<file path="src/fisf_defines.svh">
// Register offsets, bit positions and sizes for the FSK flag register bank.
// Included by the flag bank and the testbench; definitions only.
`ifndef FISF_DEFINES_SVH
`define FISF_DEFINES_SVH

// --------------------------------------------------------------------------
// Register indices and byte addresses
// --------------------------------------------------------------------------
`define FISF_IDX_FLAGS1    8'h3e
`define FISF_IDX_FLAGS2    8'h3f
`define FISF_IDX_CTRL      8'h40
`define FISF_ADDR_FLAGS1   12'h0f8
`define FISF_ADDR_FLAGS2   12'h0fc
`define FISF_ADDR_CTRL     12'h100

// --------------------------------------------------------------------------
// First flag register bits
// --------------------------------------------------------------------------
`define FISF_B1_STATE_OK   7
`define FISF_B1_RX_SET     6
`define FISF_B1_TX_SET     5
`define FISF_B1_LOCK       4
`define FISF_B1_LEVEL      3
`define FISF_B1_TIMEOUT    2
`define FISF_B1_PREAMBLE   1
`define FISF_B1_SYNC       0

// --------------------------------------------------------------------------
// Second flag register bits
// --------------------------------------------------------------------------
`define FISF_B2_FULL       7
`define FISF_B2_EMPTY      6
`define FISF_B2_THRESH     5
`define FISF_B2_OVERFLOW   4
`define FISF_B2_SENT       3
`define FISF_B2_RECEIVED   2
`define FISF_B2_CRC_OK     1
`define FISF_B2_SUPPLY     0

// --------------------------------------------------------------------------
// Control register fields and sizes
// --------------------------------------------------------------------------
`define FISF_C_MON_EN      3
`define FISF_C_CONT_MODE   4
`define FISF_C_CRC_EN      5
`define FISF_C_KEEP        6
`define FISF_CTRL_RESET    8'h00
`define FISF_CTRL_WMASK    8'h78
`define FISF_QUEUE_BYTES   7'h42
`define FISF_QUEUE_THR_DEF 7'h0f

`endif

</file>
<file path="src/fisf_pkg.sv">
// Types shared by the FSK flag register bank.
// Assumes fisf_defines.svh sits in the same folder.
package fisf_pkg;

  // ------------------------------------------------------------------------
  // Operating states of the modem
  // ------------------------------------------------------------------------
  typedef enum logic [2:0] {
    FISF_SLEEP,
    FISF_STANDBY,
    FISF_SYNTH,
    FISF_TX,
    FISF_RX
  } fisf_mode_e;

  // ------------------------------------------------------------------------
  // Events and conditions reported by the modem datapath
  // ------------------------------------------------------------------------
  typedef struct packed {
    logic state_reached;   // Requested state is ready
    logic rx_settled;      // RSSI, AGC and AFC done
    logic tx_settled;      // PA ramp-up done
    logic pll_locked;      // Synthesizer lock level
    logic level_above;     // Signal level above limit
    logic timeout;         // Receive timeout event
    logic preamble;        // Preamble found event
    logic sync_hit;        // Sync word and address event
    logic overrun;         // Queue overrun event
    logic frame_sent;      // Whole packet sent event
    logic last_byte;       // Last payload byte received
    logic crc_good;        // Payload check result valid
    logic supply_low;      // Supply below threshold level
  } fisf_events_s;

endpackage

</file>
<file path="src/fisf_flag_bank.sv">
// Interrupt and status flag registers of the FSK/OOK modem, on APB.
// Assumes the modem datapath supplies mode, events and the queue count,
// all synchronous to I_CLK.
`include "fisf_defines.svh"
`timescale 1ns/1ps
`default_nettype none

module fisf_flag_bank #(
  parameter int                ADDR_W    = 12,
  parameter logic [6:0]        QUEUE_MAX = `FISF_QUEUE_BYTES
) (
  input  wire logic                 I_CLK,
  input  wire logic                 I_RESET_N,
  input  wire logic                 I_PSEL,
  input  wire logic                 I_PENABLE,
  input  wire logic                 I_PWRITE,
  input  wire logic [ADDR_W-1:0]    I_PADDR,
  input  wire logic [31:0]          I_PWDATA,
  input  wire logic [3:0]           I_PSTRB,
  input  wire fisf_pkg::fisf_mode_e I_MODE,
  input  wire fisf_pkg::fisf_events_s I_EVENTS,
  input  wire logic [6:0]           I_QUEUE_COUNT,
  input  wire logic [6:0]           I_QUEUE_THRESHOLD,
  output logic [31:0]               O_PRDATA,
  output logic                      O_PREADY,
  output logic                      O_PSLVERR,
  output logic                      O_QUEUE_FLUSH,
  output logic                      O_SUPPLY_MON_EN
);

  // ------------------------------------------------------------------------
  // Bus decode
  // ------------------------------------------------------------------------
  logic [7:0] flags1_reg;
  logic [7:0] flags1_next;
  logic [7:0] flags2_reg;
  logic [7:0] flags2_next;
  logic [7:0] ctrl_reg;
  logic [7:0] ctrl_next;
  fisf_pkg::fisf_mode_e mode_reg;

  // Access phase; the slave answers in the second access cycle
  wire access   = I_PSEL & I_PENABLE;
  wire hit_f1   = (I_PADDR == ADDR_W'(`FISF_ADDR_FLAGS1));
  wire hit_f2   = (I_PADDR == ADDR_W'(`FISF_ADDR_FLAGS2));
  wire hit_ctl  = (I_PADDR == ADDR_W'(`FISF_ADDR_CTRL));
  wire mapped   = hit_f1 | hit_f2 | hit_ctl;
  wire wr_ok    = access & I_PWRITE & I_PSTRB[0] & ~O_PREADY;
  wire wr_f1    = wr_ok & hit_f1;
  wire wr_f2    = wr_ok & hit_f2;
  wire wr_ctl   = wr_ok & hit_ctl;
  wire [7:0] wd = I_PWDATA[7:0];

  // ------------------------------------------------------------------------
  // Modem condition decode
  // ------------------------------------------------------------------------
  wire in_rx     = (I_MODE == fisf_pkg::FISF_RX);
  wire in_tx     = (I_MODE == fisf_pkg::FISF_TX);
  wire in_sleep  = (I_MODE == fisf_pkg::FISF_SLEEP);
  wire active    = (I_MODE == fisf_pkg::FISF_SYNTH) | in_rx | in_tx;
  wire mode_chg  = (I_MODE != mode_reg);
  wire q_empty   = (I_QUEUE_COUNT == 7'h00);
  wire cont_mode = ctrl_reg[`FISF_C_CONT_MODE];
  wire crc_en    = ctrl_reg[`FISF_C_CRC_EN];
  wire crc_keep  = ctrl_reg[`FISF_C_KEEP];
  wire mon_en    = ctrl_reg[`FISF_C_MON_EN];
  wire crc_gate  = ~crc_en | crc_keep | I_EVENTS.crc_good;

  // Write-one-clear strobes; a zero bit leaves its flag alone
  // zero writes ignored
  wire clr_level = wr_f1 & wd[`FISF_B1_LEVEL];
  wire clr_pre   = wr_f1 & wd[`FISF_B1_PREAMBLE];
  wire clr_sync  = wr_f1 & wd[`FISF_B1_SYNC] & cont_mode;
  wire clr_ovf   = wr_f2 & wd[`FISF_B2_OVERFLOW];
  wire clr_sup   = wr_f2 & wd[`FISF_B2_SUPPLY];

  // ------------------------------------------------------------------------
  // First flag register next value; set wins over clear
  // ------------------------------------------------------------------------
  always_comb begin
    flags1_next = flags1_reg;
    flags1_next[`FISF_B1_STATE_OK] = I_EVENTS.state_reached & ~mode_chg;
    flags1_next[`FISF_B1_RX_SET] = in_rx & I_EVENTS.rx_settled;
    flags1_next[`FISF_B1_TX_SET] = in_tx & I_EVENTS.tx_settled;
    flags1_next[`FISF_B1_LOCK] = active & I_EVENTS.pll_locked;
    if (!in_rx || clr_level) begin
      flags1_next[`FISF_B1_LEVEL] = 1'b0;
    end
    if (in_rx && I_EVENTS.level_above) begin
      flags1_next[`FISF_B1_LEVEL] = 1'b1;
    end
    if (!in_rx || q_empty) begin
      flags1_next[`FISF_B1_TIMEOUT] = 1'b0;
    end
    if (I_EVENTS.timeout) begin
      flags1_next[`FISF_B1_TIMEOUT] = 1'b1;
    end
    if (clr_pre) begin
      flags1_next[`FISF_B1_PREAMBLE] = 1'b0;
    end
    if (I_EVENTS.preamble) begin
      flags1_next[`FISF_B1_PREAMBLE] = 1'b1;
    end
    if (!in_rx || q_empty || clr_sync) begin
      flags1_next[`FISF_B1_SYNC] = 1'b0;
    end
    if (I_EVENTS.sync_hit) begin
      flags1_next[`FISF_B1_SYNC] = 1'b1;
    end
  end

  // ------------------------------------------------------------------------
  // Second flag register next value; set wins over clear
  // ------------------------------------------------------------------------
  always_comb begin
    flags2_next = flags2_reg;
    flags2_next[`FISF_B2_FULL] = (I_QUEUE_COUNT == QUEUE_MAX);
    flags2_next[`FISF_B2_EMPTY] = q_empty;
    flags2_next[`FISF_B2_THRESH] = (I_QUEUE_COUNT > I_QUEUE_THRESHOLD);
    if (clr_ovf) begin
      flags2_next[`FISF_B2_OVERFLOW] = 1'b0;
    end
    if (I_EVENTS.overrun && !in_sleep) begin
      flags2_next[`FISF_B2_OVERFLOW] = 1'b1;
    end
    if (!in_tx) begin
      flags2_next[`FISF_B2_SENT] = 1'b0;
    end
    if (in_tx && I_EVENTS.frame_sent) begin
      flags2_next[`FISF_B2_SENT] = 1'b1;
    end
    if (q_empty) begin
      flags2_next[`FISF_B2_RECEIVED] = 1'b0;
      flags2_next[`FISF_B2_CRC_OK]   = 1'b0;
    end
    if (in_rx && I_EVENTS.last_byte && crc_gate) begin
      flags2_next[`FISF_B2_RECEIVED] = 1'b1;
    end
    if (in_rx && I_EVENTS.crc_good) begin
      flags2_next[`FISF_B2_CRC_OK] = 1'b1;
    end
    if (clr_sup) begin
      flags2_next[`FISF_B2_SUPPLY] = 1'b0;
    end
    if (mon_en && I_EVENTS.supply_low) begin
      flags2_next[`FISF_B2_SUPPLY] = 1'b1;
    end
  end

  // Control register: only defined fields are writable
  assign ctrl_next = wr_ctl ? (wd & `FISF_CTRL_WMASK) : ctrl_reg;

  // ------------------------------------------------------------------------
  // Flag and control registers
  // ------------------------------------------------------------------------
  always_ff @(posedge I_CLK or negedge I_RESET_N) begin
    if (!I_RESET_N) begin
      flags1_reg <= 8'h00;
      flags2_reg <= 8'h00;
      ctrl_reg   <= `FISF_CTRL_RESET;
      mode_reg   <= fisf_pkg::FISF_SLEEP;
    end else begin
      flags1_reg <= flags1_next;
      flags2_reg <= flags2_next;
      ctrl_reg   <= ctrl_next;
      mode_reg   <= I_MODE;
    end
  end

  // ------------------------------------------------------------------------
  // APB answer and side outputs
  // ------------------------------------------------------------------------
  wire [7:0] rd_sel = hit_f1  ? flags1_reg :
                      hit_f2  ? flags2_reg :
                      hit_ctl ? ctrl_reg   : 8'h00;

  // One-cycle ready in the second access cycle; unmapped addresses error
  always_ff @(posedge I_CLK or negedge I_RESET_N) begin
    if (!I_RESET_N) begin
      O_PREADY        <= 1'b0;
      O_PSLVERR       <= 1'b0;
      O_PRDATA        <= 32'h0000_0000;
      O_QUEUE_FLUSH   <= 1'b0;
      O_SUPPLY_MON_EN <= 1'b0;
    end else begin
      O_PREADY  <= access & ~O_PREADY;
      O_PSLVERR <= access & ~O_PREADY & ~mapped;
      O_PRDATA  <= (access & ~I_PWRITE & ~O_PREADY) ?
                   {24'h00_0000, rd_sel} : 32'h0;
      O_QUEUE_FLUSH   <= clr_ovf;
      O_SUPPLY_MON_EN <= ctrl_next[`FISF_C_MON_EN];
    end
  end
endmodule

`default_nettype wire

</file>
<file path="config.mk">
export PLATFORM = sky130hd
export DESIGN_NAME = fisf_flag_bank
export DESIGN_NICKNAME = d
export VERILOG_FILES = /design/src/fisf_pkg.sv /design/src/fisf_flag_bank.sv
export VERILOG_INCLUDE_DIRS = /design/src
export SDC_FILE = /design/constraint.sdc
export NUM_CORES = 1
export LEC_CHECK = 0
export ABC_CLOCK_PERIOD_IN_PS = 1500
export BUFFER_PORTS_ARGS = -buffer_cell sky130_fd_sc_hd__clkbuf_2
export CORE_UTILIZATION = 38
export DETAILED_ROUTE_END_ITERATION = 10
export HOLD_SLACK_MARGIN = 0.06
export PLACE_DENSITY = 0.86
export REMOVE_ABC_BUFFERS = 1
export SLEW_MARGIN = 15
export SYNTH_ARGS = -nofsm -noshare
export SYNTH_HDL_FRONTEND = slang
export SYNTH_SLANG_ARGS = --single-unit
</file>
<file path="constraint.sdc">
create_clock -name I_CLK -period 1.5 [get_ports I_CLK]
set_clock_uncertainty 0.05 [all_clocks]
set_input_delay 0.15 -clock I_CLK [delete_from_list [all_inputs] [get_ports I_CLK]]
set_output_delay 0.15 -clock I_CLK [all_outputs]
set_load 0.03 [all_outputs]
</file>
==> key figures <==
Clock network
  • CTS tree: built
  • Worst-path clk slew: 70 ps
  • Clock Latency Late Sink: between 200 and 300 ps
  • CTS Buf Count: 5
  • CTS H-Tree Depth: 2
  • Root Driver: clkbuf_8
  • Clk sinks: 34
  • Clock Path Buffers: 2

Yosys
  • Post-synth EDFFs: 0
  • Post-synthesis async set-or-reset flop share: 1.00
  • Most common flop cell mapped by yosys: dfrtp_1
  • Post-Synth XOR/XNOR Area: 0.0148
  • Syn Inst Count: 171
  • Synth warn: 0
  • Post-synthesis register bit count: 34
  • Multiplexer area fraction after synthesis: 0.0479
  • Synthesized area: 1780 um^2
  • Top-count cell post-synth: dfrtp_1
  • Area contributors post-synth: dfrtp_1, buf_4, ha_1
  • Yosys top cell area share: 0.479
  • Sequential-to-total area share from yosys stat: 0.479
  • Mean post-synth cell area: 10.4 um^2
  • Synth cell types: 43
  • Synth Area in Simple Gates: 0.170
  • Most frequent cells after synthesis: dfrtp_1, buf_4, inv_1, o21ai_0, nand2_1
  • Post-synthesis adder-cell area fraction: 0.0493
  • Leading area contributor after synthesis: dfrtp_1
  • Synth Area in Compound Gates: 0.101
  • Largest family of logic cells by synthesized area: simple AND/OR/NAND/NOR gates

Placed design
  • Routability congestion estimate: 0.914
  • HPWL Detailed: roughly 3100 um
  • Port bufs: 65
  • Placed Area: approximately 2200 um^2
  • Setup WS pre-CTS: -495 ps

Cells and area
  • Register area: between 800 and 900 um^2
  • Antenna diode count: 0
  • Share of cells above drive strength 1: 0.399
  • # nets final: around 360
  • Finished layout cell area: between 2000 and 2500 um^2
  • Area Overhead vs Synth: 39.9%
  • Area of the multi-input gates: between 800 and 900 um^2
  • Fill count: 372

Floorplanning
  • Core area: 4410 um^2
  • DIE AREA: 4950 um^2
  • # rows: 24
  • Die H: 70.4 um
  • I/O pin count: about 120
  • Initial core utilization: 0.402
  • Die Width: about 70 um

Worst setup path
  • CP startpoint kind: input port
  • Critical path endpoint category: register
  • Worst Setup SP: I_PADDR[11]
  • Worst-path cell chain: clkbuf_2 -> or4_4 -> or4_4 -> o31ai_2 -> nand2b_1
  • Cell repeated most along the worst path: or4_4
  • WP data required: about 1600 ps
  • WP buf/inv: 1
  • Reg2reg start: O_PREADY$_DFF_PN0_
  • Slowest cell on crit path: or4_4
  • Crit path DAT: between 1500 and 2000 ps
  • Critical Path Max Stage Delay: ~570 ps
  • Crit path max fanout: 7
  • Crit path max-delay family: simple AND/OR/NAND/NOR gates
  • Crit path kind: input port to register

Drt
  • Routed vias/inst: around 4.7
  • Vias: approximately 1,500
  • Drt pass-1 iters: 4
  • Routed wire per std cell: ~13 um
  • Initial DRC Count: approximately 120
  • ANT nets after route: 0
  • DRC Markers: 0
  • Final Routed Wirelength: roughly 4200 um

Global route
  • First-pass GRT wire length: around 7000 um
  • Initial antenna violation count: 0
  • Gr usage total: 0.182
  • Vias in the first global route: 1,499
  • Gr ovfl total: 0
  • Largest net degree at the start of global routing: 35

Timing
  • Fmax: about 640 MHz
  • Crit share post-route: 1.04
  • Final WS setup: -66.8 ps
  • Hold Slack: 55.4 ps
  • Final Max Slew Viols: 0
  • Post-layout min period: 1570 ps
  • Setup Total Neg Slack: -175 ps
  • Setup violations, final: 5
  • Hold Violations, Final: 0
  • RSZ-0062 raised after global routing: yes

Min path
  • Hold_sp: I_PWDATA[6]
  • Worst hold path class: input port to register

Outcome
  • Failing checks: setup timing
  • Status: complete, but fails checks

Pwr
  • P_leak: around 0.0013 uW
  • Worst ir drop on vdd: roughly 310 uV
  • PwrDens: slightly above 800 nW/um^2

Job
  • Max_cap viols: 0
[kinds of logic (layout without fill, tap and decap cells)]
family / after synthesis / in the layout
AOI/OAI and AO/OA: 28 / 28
xor gates and xnor gates: 3 / 3
adders and majority gates: 7 / 7
buffers and inverters: 40 / 119
DFF: 34 / 34
muxes: 8 / 8
other: 1 / 24
and+or+nand+nor: 50 / 50
[power breakdown]
part | switching, uW | internal (uW)
Sequential | 14.9 | 944
Combinational | 210 | 151
Clock | 330 | 368
Total | 554 | 1460
[metal layers]
layer	global-route usage	part of all wire	vias up
li1	-	-	749
met1	0.220	0.41	721
met2	0.319	0.52	65
met3	0.0346	0.062	5
met4	0.0644	0.014	0
met5	0	0	-
[path summary, 6_finish.rpt]
kind | endpoint | slack, ps | cells after the start
hold reg to reg | O_PRDATA[7]$_DFF_PN0_ | 450 | 2
setup / recovery | flags1_reg[1]$_DFFE_PN0P_ | -70 | 5
min in group asynchronous | O_PRDATA[0]$_DFF_PN0_ | 370 | 3
hold / removal | ctrl_reg[6]$_DFFE_PN0P_ | 60 | 2
setup reg to reg | ctrl_reg[5]$_DFFE_PN0P_ | 20 | 5
max in group asynchronous | flags2_reg[3]$_DFFE_PN0P_ | 730 | 3
[worst register-to-register path, stage by stage, from the launching register on]
cell	delay, ps
dfrtp_1	380
nand3b_1	170
inv_1	80
and3_4	190
and2_4	190
mux2_4	310
[final cells by class]
| class | count | area share |
|---|---|---|
| Sequential cell | 34 | 0.342 |
| Multi-Input combinational cell | 120 | 0.331 |
| Timing Repair Buffer | 97 | 0.241 |
| Clock buffer | 6 | 0.0332 |
| Tap cell | 52 | 0.0262 |
| Inverter | 14 | 0.0211 |
| Clock inverter | 2 | 0.00504 |
[metrics by stage]
stage	utilization	total power, uW	std cells
floorplan	-	1140	168
global placement	0.497	1290	302
detailed placement	0.497	1300	302
CTS	0.556	2020	323
global route	0.563	2100	325
finish	0.563	2020	325
[cells in the final DEF, fill, tap and decap left out, types with 2 or more instances in the layout]
master | Yosys | final
nand2_1 | 10 | 10
or4_1 | 4 | 2
or4_4 | 1 | 3
nor4_4 | 1 | 2
dlygate4sd3_1 | 0 | 13
o21ai_0 | 11 | 10
nor2_1 | 7 | 6
a22o_1 | 2 | 2
dfrtp_1 | 34 | 34
ha_1 | 7 | 7
nand2b_1 | 3 | 3
nor2b_1 | 2 | 2
nand3_1 | 3 | 3
inv_1 | 14 | 14
a21oi_1 | 6 | 6
clkbuf_8 | 0 | 6
conb_1 | 1 | 24
xor2_1 | 2 | 2
nor3_1 | 4 | 4
mux2i_1 | 4 | 4
buf_4 | 24 | 19
clkbuf_2 | 0 | 65
nand4_1 | 3 | 3
mux2_4 | 0 | 4
[what timing repair did]
| item | 4_1_cts | 5_1_grt |
|---|---|---|
| buffers inserted | 0 | 2 |
| pin swaps | 2 | 1 |
| endpoints found under the setup margin | 12 | 15 |
| hold buffers | 13 | 0 |
| gates resized for setup | 9 | 5 |
| hold endpoints to repair | 46 | 0 |
No activity file was read; power rests on OpenSTA's default activity.
